`config.mk`:
```
export PLATFORM = sky130hd
export DESIGN_NAME = mpfs_pin_select
export DESIGN_NICKNAME = d
export VERILOG_FILES = /design/src/core/mpfs_pin_select.v
export VERILOG_INCLUDE_DIRS = /design/src /design/src/core
export SDC_FILE = /design/constraint.sdc
export NUM_CORES = 1
export LEC_CHECK = 0
export ABC_CLOCK_PERIOD_IN_PS = 1570
export BUFFER_PORTS_ARGS = -buffer_cell sky130_fd_sc_hd__buf_2
export CAP_MARGIN = 25
export CORE_UTILIZATION = 40
export DETAILED_ROUTE_END_ITERATION = 16
export PLACE_DENSITY = 0.69
export SETUP_SLACK_MARGIN = 0.2
export SYNTH_ARGS = -nofsm -noshare
export SYNTH_HDL_FRONTEND = slang
export SYNTH_SLANG_ARGS = --single-unit
```
`constraint.sdc`:
```
create_clock -name pclk -period 1.57 [get_ports pclk]
set_clock_uncertainty 0.15 [all_clocks]
set_input_delay 0.157 -clock pclk [delete_from_list [all_inputs] [get_ports pclk]]
set_output_delay 0.157 -clock pclk [all_outputs]
set_load 0.01 [all_outputs]
```
`src/core/mpfs_defs.vh`:
```
// Register offsets, field positions and reset values of the pin function select block
`ifndef MPFS_DEFS_VH
`define MPFS_DEFS_VH
`define MPFS_PWM_SEL_IDX 8'h0a
`define MPFS_SYNC_SER_IDX 8'h0b
`define MPFS_PWM_SEL_ADDR 12'h028
`define MPFS_SYNC_SER_ADDR 12'h02c
`define MPFS_CTRL_ADDR 12'h030
`define MPFS_STATUS_ADDR 12'h034
`define MPFS_DDR_A_ADDR 12'h040
`define MPFS_DDR_B_ADDR 12'h044
`define MPFS_DDR_C_ADDR 12'h048
`define MPFS_DDR_D_ADDR 12'h04c
`define MPFS_DAT_A_ADDR 12'h050
`define MPFS_DAT_B_ADDR 12'h054
`define MPFS_DAT_C_ADDR 12'h058
`define MPFS_DAT_D_ADDR 12'h05c
`define MPFS_SDA_BIT 0
`define MPFS_SCL_BIT 1
`define MPFS_VSYNC_BIT 6
`define MPFS_HSYNC_BIT 7
`define MPFS_CTRL_IRQ_LEVEL_BIT 0
`define MPFS_CTRL_HPOL_BIT 1
`define MPFS_CTRL_VPOL_BIT 2
`define MPFS_REG_RESET 8'h00
`endif

```
`src/core/mpfs_pin_select.v`:
```
// Pin function select for the four general ports with APB register access
//
// Implementation choice: the APB interface to the registers.
`include "mpfs_defs.vh"
`default_nettype none

module mpfs_pin_select (
  input wire pclk,
  input wire presetn,
  input wire psel,
  input wire penable,
  input wire pwrite,
  input wire [11:0] paddr,
  input wire [31:0] pwdata,
  output reg [31:0] prdata,
  output wire pready,
  output wire pslverr,
  input wire [7:0] first_port_lines_in,
  output wire [7:0] first_port_lines_out,
  output wire [7:0] first_port_lines_oe,
  input wire [5:0] second_port_lines_in,
  output wire [5:0] second_port_lines_out,
  output wire [5:0] second_port_lines_oe,
  input wire [7:0] third_port_lines_in,
  output wire [7:0] third_port_lines_out,
  output wire [7:0] third_port_lines_oe,
  input wire [1:0] fourth_port_lines_in,
  output wire [1:0] fourth_port_lines_out,
  output wire [1:0] fourth_port_lines_oe,
  input wire [15:0] pwm_channels,
  output wire [7:0] dedicated_pwm_outputs,
  input wire horiz_sync_out,
  input wire vert_sync_out,
  input wire sda_out_low,
  input wire scl_out_low,
  output wire sda_in,
  output wire scl_in,
  input wire hsync_pin,
  input wire vsync_pin,
  output wire hsync_pos,
  output wire vsync_pos,
  input wire irq_n_pin,
  input wire irq_ack,
  output wire irq_req
);

  reg [7:0] pwm_pin_select_ff;
  reg [7:0] sync_and_serial_pin_select_ff;
  reg [2:0] ctrl_ff;
  reg [7:0] ddr_a_ff;
  reg [7:0] dat_a_ff;
  reg [7:0] ddr_c_ff;
  reg [7:0] dat_c_ff;
  reg [5:0] ddr_b_ff;
  reg [5:0] dat_b_ff;
  reg [1:0] ddr_d_ff;
  reg [1:0] dat_d_ff;
  reg irq_prev_ff;
  reg irq_pend_ff;
  reg [31:0] nxt_prdata;
  reg hit;
  wire wr_en;
  wire rd_en;
  wire irq_fall;
  wire [7:0] c_alt_en;
  wire [7:0] c_alt_val;
  wire horiz_sync_out_select;
  wire vert_sync_out_select;
  wire pwm_ch15_select;
  wire pwm_ch14_select;
  wire ser_sda_sel;
  wire ser_scl_sel;
  wire sel_pwm;
  wire sel_sync_ser;
  wire sel_ctrl;
  wire sel_ddr_a;
  wire sel_ddr_b;
  wire sel_ddr_c;
  wire sel_ddr_d;
  wire sel_dat_a;
  wire sel_dat_b;
  wire sel_dat_c;
  wire sel_dat_d;
  wire [7:0] rd_b_port;
  wire [7:0] rd_d_port;

  // Pin read back: input level where direction is input, latch otherwise
  function [7:0] rd_port;
    input [7:0] ddr;
    input [7:0] dat;
    input [7:0] pin;
    begin
      rd_port = (ddr & dat) | (~ddr & pin);
    end
  endfunction

  assign pready = 1'b1;
  assign pslverr = 1'b0;
  assign wr_en = psel & penable & pwrite;
  assign rd_en = psel & ~pwrite;

  // Address decode, one select per writable register (status has none)
  assign sel_pwm = (paddr == `MPFS_PWM_SEL_ADDR);
  assign sel_sync_ser = (paddr == `MPFS_SYNC_SER_ADDR);
  assign sel_ctrl = (paddr == `MPFS_CTRL_ADDR);
  assign sel_ddr_a = (paddr == `MPFS_DDR_A_ADDR);
  assign sel_ddr_b = (paddr == `MPFS_DDR_B_ADDR);
  assign sel_ddr_c = (paddr == `MPFS_DDR_C_ADDR);
  assign sel_ddr_d = (paddr == `MPFS_DDR_D_ADDR);
  assign sel_dat_a = (paddr == `MPFS_DAT_A_ADDR);
  assign sel_dat_b = (paddr == `MPFS_DAT_B_ADDR);
  assign sel_dat_c = (paddr == `MPFS_DAT_C_ADDR);
  assign sel_dat_d = (paddr == `MPFS_DAT_D_ADDR);

  // Narrow ports padded to the function width, then cut back
  assign rd_b_port = rd_port({2'b00, ddr_b_ff}, {2'b00, dat_b_ff}, {2'b00, second_port_lines_in});
  assign rd_d_port = rd_port({6'h00, ddr_d_ff}, {6'h00, dat_d_ff}, {6'h00, fourth_port_lines_in});

  // Configuration registers: every shared pin starts as a plain port pin
  always @(posedge pclk or negedge presetn) begin
    if (!presetn) begin
      pwm_pin_select_ff <= `MPFS_REG_RESET;
    end else if (wr_en && sel_pwm) begin
      pwm_pin_select_ff <= pwdata[7:0];
    end
  end

  // Unused middle bits are kept at zero so they read back as zero
  always @(posedge pclk or negedge presetn) begin
    if (!presetn) begin
      sync_and_serial_pin_select_ff <= `MPFS_REG_RESET;
    end else if (wr_en && sel_sync_ser) begin
      sync_and_serial_pin_select_ff <= pwdata[7:0] & 8'hc3;
    end
  end

  always @(posedge pclk or negedge presetn) begin
    if (!presetn) begin
      ctrl_ff <= 3'h0;
    end else if (wr_en && sel_ctrl) begin
      ctrl_ff <= pwdata[2:0];
    end
  end

  // Direction registers: cleared by reset so no pin drives until software asks
  always @(posedge pclk or negedge presetn) begin
    if (!presetn) begin
      ddr_a_ff <= 8'h00;
    end else if (wr_en && sel_ddr_a) begin
      ddr_a_ff <= pwdata[7:0];
    end
  end

  always @(posedge pclk or negedge presetn) begin
    if (!presetn) begin
      ddr_b_ff <= 6'h00;
    end else if (wr_en && sel_ddr_b) begin
      ddr_b_ff <= pwdata[5:0];
    end
  end

  always @(posedge pclk or negedge presetn) begin
    if (!presetn) begin
      ddr_c_ff <= 8'h00;
    end else if (wr_en && sel_ddr_c) begin
      ddr_c_ff <= pwdata[7:0];
    end
  end

  always @(posedge pclk or negedge presetn) begin
    if (!presetn) begin
      ddr_d_ff <= 2'h0;
    end else if (wr_en && sel_ddr_d) begin
      ddr_d_ff <= pwdata[1:0];
    end
  end

  // Output latches; reset value is harmless since direction is input
  always @(posedge pclk or negedge presetn) begin
    if (!presetn) begin
      dat_a_ff <= 8'h00;
    end else if (wr_en && sel_dat_a) begin
      dat_a_ff <= pwdata[7:0];
    end
  end

  always @(posedge pclk or negedge presetn) begin
    if (!presetn) begin
      dat_b_ff <= 6'h00;
    end else if (wr_en && sel_dat_b) begin
      dat_b_ff <= pwdata[5:0];
    end
  end

  always @(posedge pclk or negedge presetn) begin
    if (!presetn) begin
      dat_c_ff <= 8'h00;
    end else if (wr_en && sel_dat_c) begin
      dat_c_ff <= pwdata[7:0];
    end
  end

  always @(posedge pclk or negedge presetn) begin
    if (!presetn) begin
      dat_d_ff <= 2'h0;
    end else if (wr_en && sel_dat_d) begin
      dat_d_ff <= pwdata[1:0];
    end
  end

  always @* begin
    hit = 1'b1;
    nxt_prdata = 32'h0000_0000;
    case (paddr)
      `MPFS_PWM_SEL_ADDR: nxt_prdata[7:0] = pwm_pin_select_ff;
      `MPFS_SYNC_SER_ADDR: nxt_prdata[7:0] = sync_and_serial_pin_select_ff;
      `MPFS_CTRL_ADDR: nxt_prdata[2:0] = ctrl_ff;
      `MPFS_STATUS_ADDR: nxt_prdata[3:0] = {irq_n_pin, irq_pend_ff, hsync_pos, vsync_pos};
      `MPFS_DDR_A_ADDR: nxt_prdata[7:0] = ddr_a_ff;
      `MPFS_DDR_B_ADDR: nxt_prdata[5:0] = ddr_b_ff;
      `MPFS_DDR_C_ADDR: nxt_prdata[7:0] = ddr_c_ff;
      `MPFS_DDR_D_ADDR: nxt_prdata[1:0] = ddr_d_ff;
      `MPFS_DAT_A_ADDR: nxt_prdata[7:0] = rd_port(ddr_a_ff, dat_a_ff, first_port_lines_in);
      `MPFS_DAT_B_ADDR: nxt_prdata[5:0] = rd_b_port[5:0];
      `MPFS_DAT_C_ADDR: nxt_prdata[7:0] = rd_port(ddr_c_ff, dat_c_ff, third_port_lines_in);
      `MPFS_DAT_D_ADDR: nxt_prdata[1:0] = rd_d_port[1:0];
      default: hit = 1'b0;
    endcase
  end

  // Registered read data, captured in the setup cycle; unmapped reads return zero
  always @(posedge pclk or negedge presetn) begin
    if (!presetn) begin
      prdata <= 32'h0000_0000;
    end else if (rd_en && !penable) begin
      prdata <= hit ? nxt_prdata : 32'h0000_0000;
    end
  end

  // First and second ports have no alternate function
  assign first_port_lines_out = dat_a_ff;
  assign first_port_lines_oe = ddr_a_ff;
  assign second_port_lines_out = dat_b_ff;
  assign second_port_lines_oe = ddr_b_ff;

  assign dedicated_pwm_outputs = pwm_channels[7:0];

  assign horiz_sync_out_select = sync_and_serial_pin_select_ff[`MPFS_HSYNC_BIT];
  assign vert_sync_out_select = sync_and_serial_pin_select_ff[`MPFS_VSYNC_BIT];
  assign pwm_ch15_select = pwm_pin_select_ff[7];
  assign pwm_ch14_select = pwm_pin_select_ff[6];

  assign c_alt_en[5:0] = pwm_pin_select_ff[5:0];
  assign c_alt_val[5:0] = pwm_channels[13:8];
  assign c_alt_en[6] = vert_sync_out_select | pwm_ch14_select;
  assign c_alt_val[6] = vert_sync_out_select ? vert_sync_out : pwm_channels[14];
  assign c_alt_en[7] = horiz_sync_out_select | pwm_ch15_select;
  assign c_alt_val[7] = horiz_sync_out_select ? horiz_sync_out : pwm_channels[15];

  assign third_port_lines_out = (c_alt_en & c_alt_val) | (~c_alt_en & dat_c_ff);
  assign third_port_lines_oe = c_alt_en | ddr_c_ff;

  assign ser_sda_sel = sync_and_serial_pin_select_ff[`MPFS_SDA_BIT];
  assign ser_scl_sel = sync_and_serial_pin_select_ff[`MPFS_SCL_BIT];

  // Open drain on the serial bus: only ever drive low, direction bits ignored
  assign fourth_port_lines_out[0] = ser_sda_sel ? 1'b0 : dat_d_ff[0];
  assign fourth_port_lines_oe[0] = ser_sda_sel ? sda_out_low : ddr_d_ff[0];
  assign fourth_port_lines_out[1] = ser_scl_sel ? 1'b0 : dat_d_ff[1];
  assign fourth_port_lines_oe[1] = ser_scl_sel ? scl_out_low : ddr_d_ff[1];
  assign sda_in = ser_sda_sel ? fourth_port_lines_in[0] : 1'b1;
  assign scl_in = ser_scl_sel ? fourth_port_lines_in[1] : 1'b1;

  // Polarity normalisation: software states which level is active
  assign hsync_pos = hsync_pin ^ ctrl_ff[`MPFS_CTRL_HPOL_BIT];
  assign vsync_pos = vsync_pin ^ ctrl_ff[`MPFS_CTRL_VPOL_BIT];

  assign irq_fall = irq_prev_ff & ~irq_n_pin;

  // Previous level idles high, so a pin held low when leaving reset counts as a falling edge
  always @(posedge pclk or negedge presetn) begin
    if (!presetn) begin
      irq_prev_ff <= 1'b1;
    end else begin
      irq_prev_ff <= irq_n_pin;
    end
  end

  // Edge latch; set wins over acknowledge so a new edge is never lost
  always @(posedge pclk or negedge presetn) begin
    if (!presetn) begin
      irq_pend_ff <= 1'b0;
    end else begin
      irq_pend_ff <= irq_fall | (irq_pend_ff & ~irq_ack);
    end
  end

  assign irq_req = irq_pend_ff | (ctrl_ff[`MPFS_CTRL_IRQ_LEVEL_BIT] & ~irq_n_pin);

endmodule
`default_nettype wire

```
=== Yosys cells after proc, flatten, opt, wreduce, memory -nomap -nowiden ===
Cells that the tools add are included.

* Bits in registers: 97
* Input port bits: 97
* Output and inout port bits: 95
* Word-level logic and storage cells: 91

* Equal/unequal tests: 12
* Multiplexer cells: 15
* Bitwise gates (word level): 36
* Reductions and logical operators: 14

{| class="wikitable"
|+ Operator list
! cell !! count
|-
| $eq 12x7->1 const B || 8
|-
| $and 8x8->8 || 6
|-
| $eq 12x6->1 const B || 4
|-
| $or 8x8->8 || 4
|-
| $not 8->8 || 3
|-
| $pmux 2 s12 || 1
|-
| $pmux 2 s7 || 1
|-
| $and 6x6->6 || 2
|-
| $logic_and 1x1->1 || 12
|-
| $pmux 2 s6 || 1
|-
| $reduce_or 12->1 || 1
|-
| $mux 1 || 9
|-
| $pmux 1 s9 || 1
|-
| $mux 8 || 1
|-
| $pmux 1 s8 || 1
|-
| $and 1x1->1 || 6
|-
| $not 6->6 || 1
|-
| $or 6x6->6 || 1
|-
| $and 2x2->2 || 2
|-
| $or 1x1->1 || 4
|-
| $not 1->1 || 3
|-
| $not 2->2 || 1
|-
| $or 2x2->2 || 1
|-
| $xor 1x1->1 || 2
|-
| $logic_not 1->1 || 1
|}

=== Depth between registers and ports, before layout ===
* Word-level depth: 5
* Depth in mapped cells: 7
* Gate-level depth less buffers: 5

=== Worst setup path after synthesis ===
OpenSTA, ideal clock, no wires.

* Path type: input -> register
* From: in paddr[1]
* To: reg pwm_pin_select_ff[2]
* Library setup time: 0.125 ns
* Data arrival time: 1.460 ns
* Data required time: 1.295 ns
* Setup slack: -0.165 ns
* Stages: 6
* Buffers on the path: 1
* Path through: nor4_2 -> and2_1 -> buf_2 -> nand2_1 -> nor2_4 -> mux2_2

* Longest elaborated chain between the ends: 2

{| class="wikitable"
|+ RTL lines
! what !! RTL line !! text
|-
| start: declaration || mpfs_pin_select.v:13 || <nowiki>input wire [11:0] paddr,</nowiki>
|-
| $eq 12x6->1 || n/a ||
|-
| $logic_and 1x1->1 || mpfs_pin_select.v:123 || <nowiki>end else if (wr_en && sel_pwm) begin</nowiki>
|-
| end signal: assignment || mpfs_pin_select.v:122 || <nowiki>pwm_pin_select_ff <= `MPFS_REG_RESET;</nowiki>
|-
| end signal: assignment || mpfs_pin_select.v:124 || <nowiki>pwm_pin_select_ff <= pwdata[7:0];</nowiki>
|-
| end: declaration || mpfs_pin_select.v:47 || <nowiki>reg [7:0] pwm_pin_select_ff;</nowiki>
|}

No other way between the ends.
A chain may end at the register's enable or synchronous reset.

=== Worst setup path in the final report ===
* From: reg pwm_pin_select_ff[7]
* To: out third_port_lines_oe[7]

* Longest elaborated chain between the ends: 2

{| class="wikitable"
|+ RTL lines
! what !! RTL line !! text
|-
| $or 1x1->1 || mpfs_pin_select.v:257 || <nowiki>assign c_alt_en[7] = horiz_sync_out_select | pwm_ch15_select;</nowiki>
|-
| $or 8x8->8 || mpfs_pin_select.v:261 || <nowiki>assign third_port_lines_oe = c_alt_en | ddr_c_ff;</nowiki>
|-
| end: declaration || mpfs_pin_select.v:26 || <nowiki>output wire [7:0] third_port_lines_oe,</nowiki>
|}

No other way between the ends.

==> metrics <==
via/cell ratio roughly 5.4; met2 GRT Util 0.420; CP max-delay cell dfrtp_1; Crit Path Class reg -> out; top cells by area, synth dfrtp_1, mux2_2, buf_4; violated checks setup timing; Max Transition Viols Final 0; global route total overflow 0; vias in the first global route slightly above 4000; # setup viols final 4; final worst path period need roughly 1.6 ns; Bufs on Longest Clock Path 2; min-delay worst type in -> reg; latest clock arrival within the worst-skew pair about 0.37 ns; fmax 622 MHz; clock sink count between 70 and 80; largest net degree at the start of global routing 74; layout cells sized above 1 0.598; Cells after Synth around 390; WP data required 1.26 ns; status finished, violations left; Cell variety after synth 57; DP Wirelength around 10000 µm; die span in y 106 µm; RSZ-0062 raised after global routing yes; met1 usage 0.358; Die ar. approximately 11000 µm²; DRC 0; antenna violations before repair 0; Synthesis Warnings 0; via count ~4100; Final Worst Setup Slack -0.0370 ns; final hold viol count 0; Seq cells post-synth 73; Rows 37; Die Wd ~110 µm; Power Dens Cells about 600 nW/µm²; number of diodes 0; most used routing layer in global routing met2; WP data arrival around 1.3 ns; share of the synthesized area in the top cell type 0.417; Root Buffer clkbuf_8; max cap viols 0; synthesis-to-finish area growth 53.5%; fin crit share 1.02; worst hold slack between 0.02 and 0.025 ns; Synth Flop Type dfrtp_1; Pre-antenna DRT Iters 5; Placer Congestion 0.923; number of synthesized flops with an enable pin 0; VDD IR max slightly below 0.6 mV; CP max stage delay between 0.4 and 0.5 ns; H-Tree Level Count 3; Final TNS setup -0.111 ns; sequential share of the synthesized area 0.423; Avg WL per Cell between 15 and 20 µm; Routed Antenna Nets 0; Core Util, Final 0.637; CP cell instances or3_1 -> buf_2; Routed WL about 15000 µm; Netlist Area Pre-Place between 4000 and 5000 µm²; Mean Syn Cell Area between 10 and 15 µm²; GRT Total Usage 0.269; fillcell total between 800 and 900; number of buffers created by CTS 9; CP Launch Type register; core footprint between 10000 and 15000 µm²; largest fanout on the critical path 3; Setup crit end kind output pin; CTS tree yes; first-pass GRT wire length 22600 µm; Starting Density 0.415; LEAKAGE around 3.2 nW; post-synth top area cell dfrtp_1; multi-input gate area in the final layout 2740 µm²; 1st-iter DRT viols between 200 and 250; port buffer count 125; I/O pins between 150 and 200; final-stage net count around 700; Reg clk slew, reported paths 0.08 ns; met3 track demand over resource 0.0656; Reg area 1830 µm²; Synth async-reset ratio 1.00
==> routing by layer <==
| layer | vias up | wire length (µm) | share of wire |
|---|---|---|---|
| li1 | 1822 | - | - |
| met1 | 1979 | 6530 | 0.44 |
| met2 | 208 | 6740 | 0.46 |
| met3 | 43 | 1000 | 0.068 |
| met4 | 0 | 454 | 0.031 |
| met5 | - | 0 | 0 |
==> power by group <==
group          leakage (nW)  internal (mW)  switching, mW
combinational          2.11          0.217          0.293
clock                0.0966          0.748          0.821
sequential             1.01           1.88        0.00465
total                  3.21           2.85           1.12
==> cell usage after synthesis, types with 3 or more instances <==
master,count
nand2_1,25
and3_1,3
o22ai_1,5
nor3_1,9
buf_2,5
dfrtp_1,72
o21ai_0,11
a22oi_1,8
a31oi_1,6
mux2_2,72
nor2b_1,9
a211oi_1,4
nand3_1,3
inv_1,10
or2_2,6
nor2_4,4
nor2_1,8
a21oi_1,11
xor2_1,3
clkbuf_1,6
a32oi_1,5
buf_4,35
nand2b_1,4
nor2_2,4
a22o_1,3
mux2i_1,19
==> placed cells by master (no fill, tap or decap), types with 3 or more instances in the layout <==
master,instances
buf_2,109
mux2_4,68
dfrtp_1,68
buf_4,61
buf_6,36
conb_1,26
nand2_1,21
mux2i_1,16
nor2_4,11
inv_1,9
nor2b_1,9
clkbuf_8,9
dlygate4sd3_1,9
o21ai_1,8
a21oi_1,8
buf_12,7
or2_4,6
a22oi_1,6
nor3_1,6
mux2_2,5
nor2_1,5
a31oi_1,5
nand2b_1,4
o22ai_1,4
o21ai_0,4
a32oi_1,4
dfrtp_2,4
nand3_1,3
nand2_4,3
mux2i_2,3
a22o_1,3
nor3_2,3
a211oi_1,3
inv_6,3
==> cell families (layout without fill, tap and decap cells) <==
logic type / count (synthesis) / count (layout) / synth area share
AO/OA/AOI/OAI: 70 / 70 / 0.111
multiplexers: 92 / 92 / 0.234
buffers and inverters: 58 / 250 / 0.0822
XOR/XNOR: 3 / 3 / 0.00608
other: 2 / 26 / 0.00174
AND/OR/NAND/NOR: 96 / 96 / 0.142
flip-flops: 73 / 73 / 0.423
==> worst paths after layout <==
kind | from | to | slack, ns | cells past startpoint
setup / recovery | pwm_pin_select_ff[7]$_DFFE_PN0P_ | third_port_lines_oe[7] | -0.04 | 2
hold / removal | first_port_lines_in[4] | prdata[4]$_DFFE_PN0P_ | 0.02 | 4
setup reg to reg | ddr_d_ff[1]$_DFFE_PN0P_ | prdata[1]$_DFFE_PN0P_ | 0.07 | 5
hold reg to reg | irq_prev_ff$_DFF_PN1_ | irq_pend_ff$_DFF_PN0_ | 0.37 | 2
max in group asynchronous | presetn | irq_prev_ff$_DFF_PN1_ | 0.70 | 3
min in group asynchronous | presetn | first_port_lines_out[6]$_DFFE_PN0P_ | 0.17 | 3
==> worst max-delay path, delay by kind of cell (launching register included) <==
family	cells	cell delay [ns]
AND/OR/NAND/NOR	1	0.37
flip-flops	1	0.42
buffers and inverters	1	0.15
==> registers in the layout, summed over array words and instances (netlist names), 3 cells and up <==
signal and flops:
ctrl_ff 3, sync_and_serial_pin_select_ff 4, prdata 8, pwm_pin_select_ff 8, first_port_lines_out 8, dat_c_ff 8, second_port_lines_out 6, first_port_lines_oe 8
ddr_c_ff 8, second_port_lines_oe 6
==> per-stage QoR <==
stage | instance area [µm²] | cells | setup slack, ns | power [mW]
2_1_floorplan | 4640 | 418 | -0.125 | 2.18
3_3_place_gp | 5580 | 688 | -0.255 | 2.37
3_5_place_dp | 5580 | 688 | -0.277 | 2.37
4_1_cts | 6480 | 743 | -0.0452 | 3.97
5_1_grt | 6640 | 746 | -0.0730 | 4.11
6_report | 6640 | 746 | -0.0370 | 3.97
==> cell type report <==
type,instances,share of cell area
Clock inverter,7,0.0115
Tap cell,136,0.0256
Clock buffer,9,0.0187
Multi-Input combinational cell,287,0.412
Sequential cell,73,0.276
Inverter,10,0.00565
Timing Repair Buffer,224,0.250
==> repair_timing <==
action,CTS,global route
pin swaps,31,28
buffers inserted,30,3
setup endpoints to repair,86,96
hold buffers,9,0
gates resized for setup,95,32
hold endpoints to repair,107,0
Power figures use the tool's default switching activity.
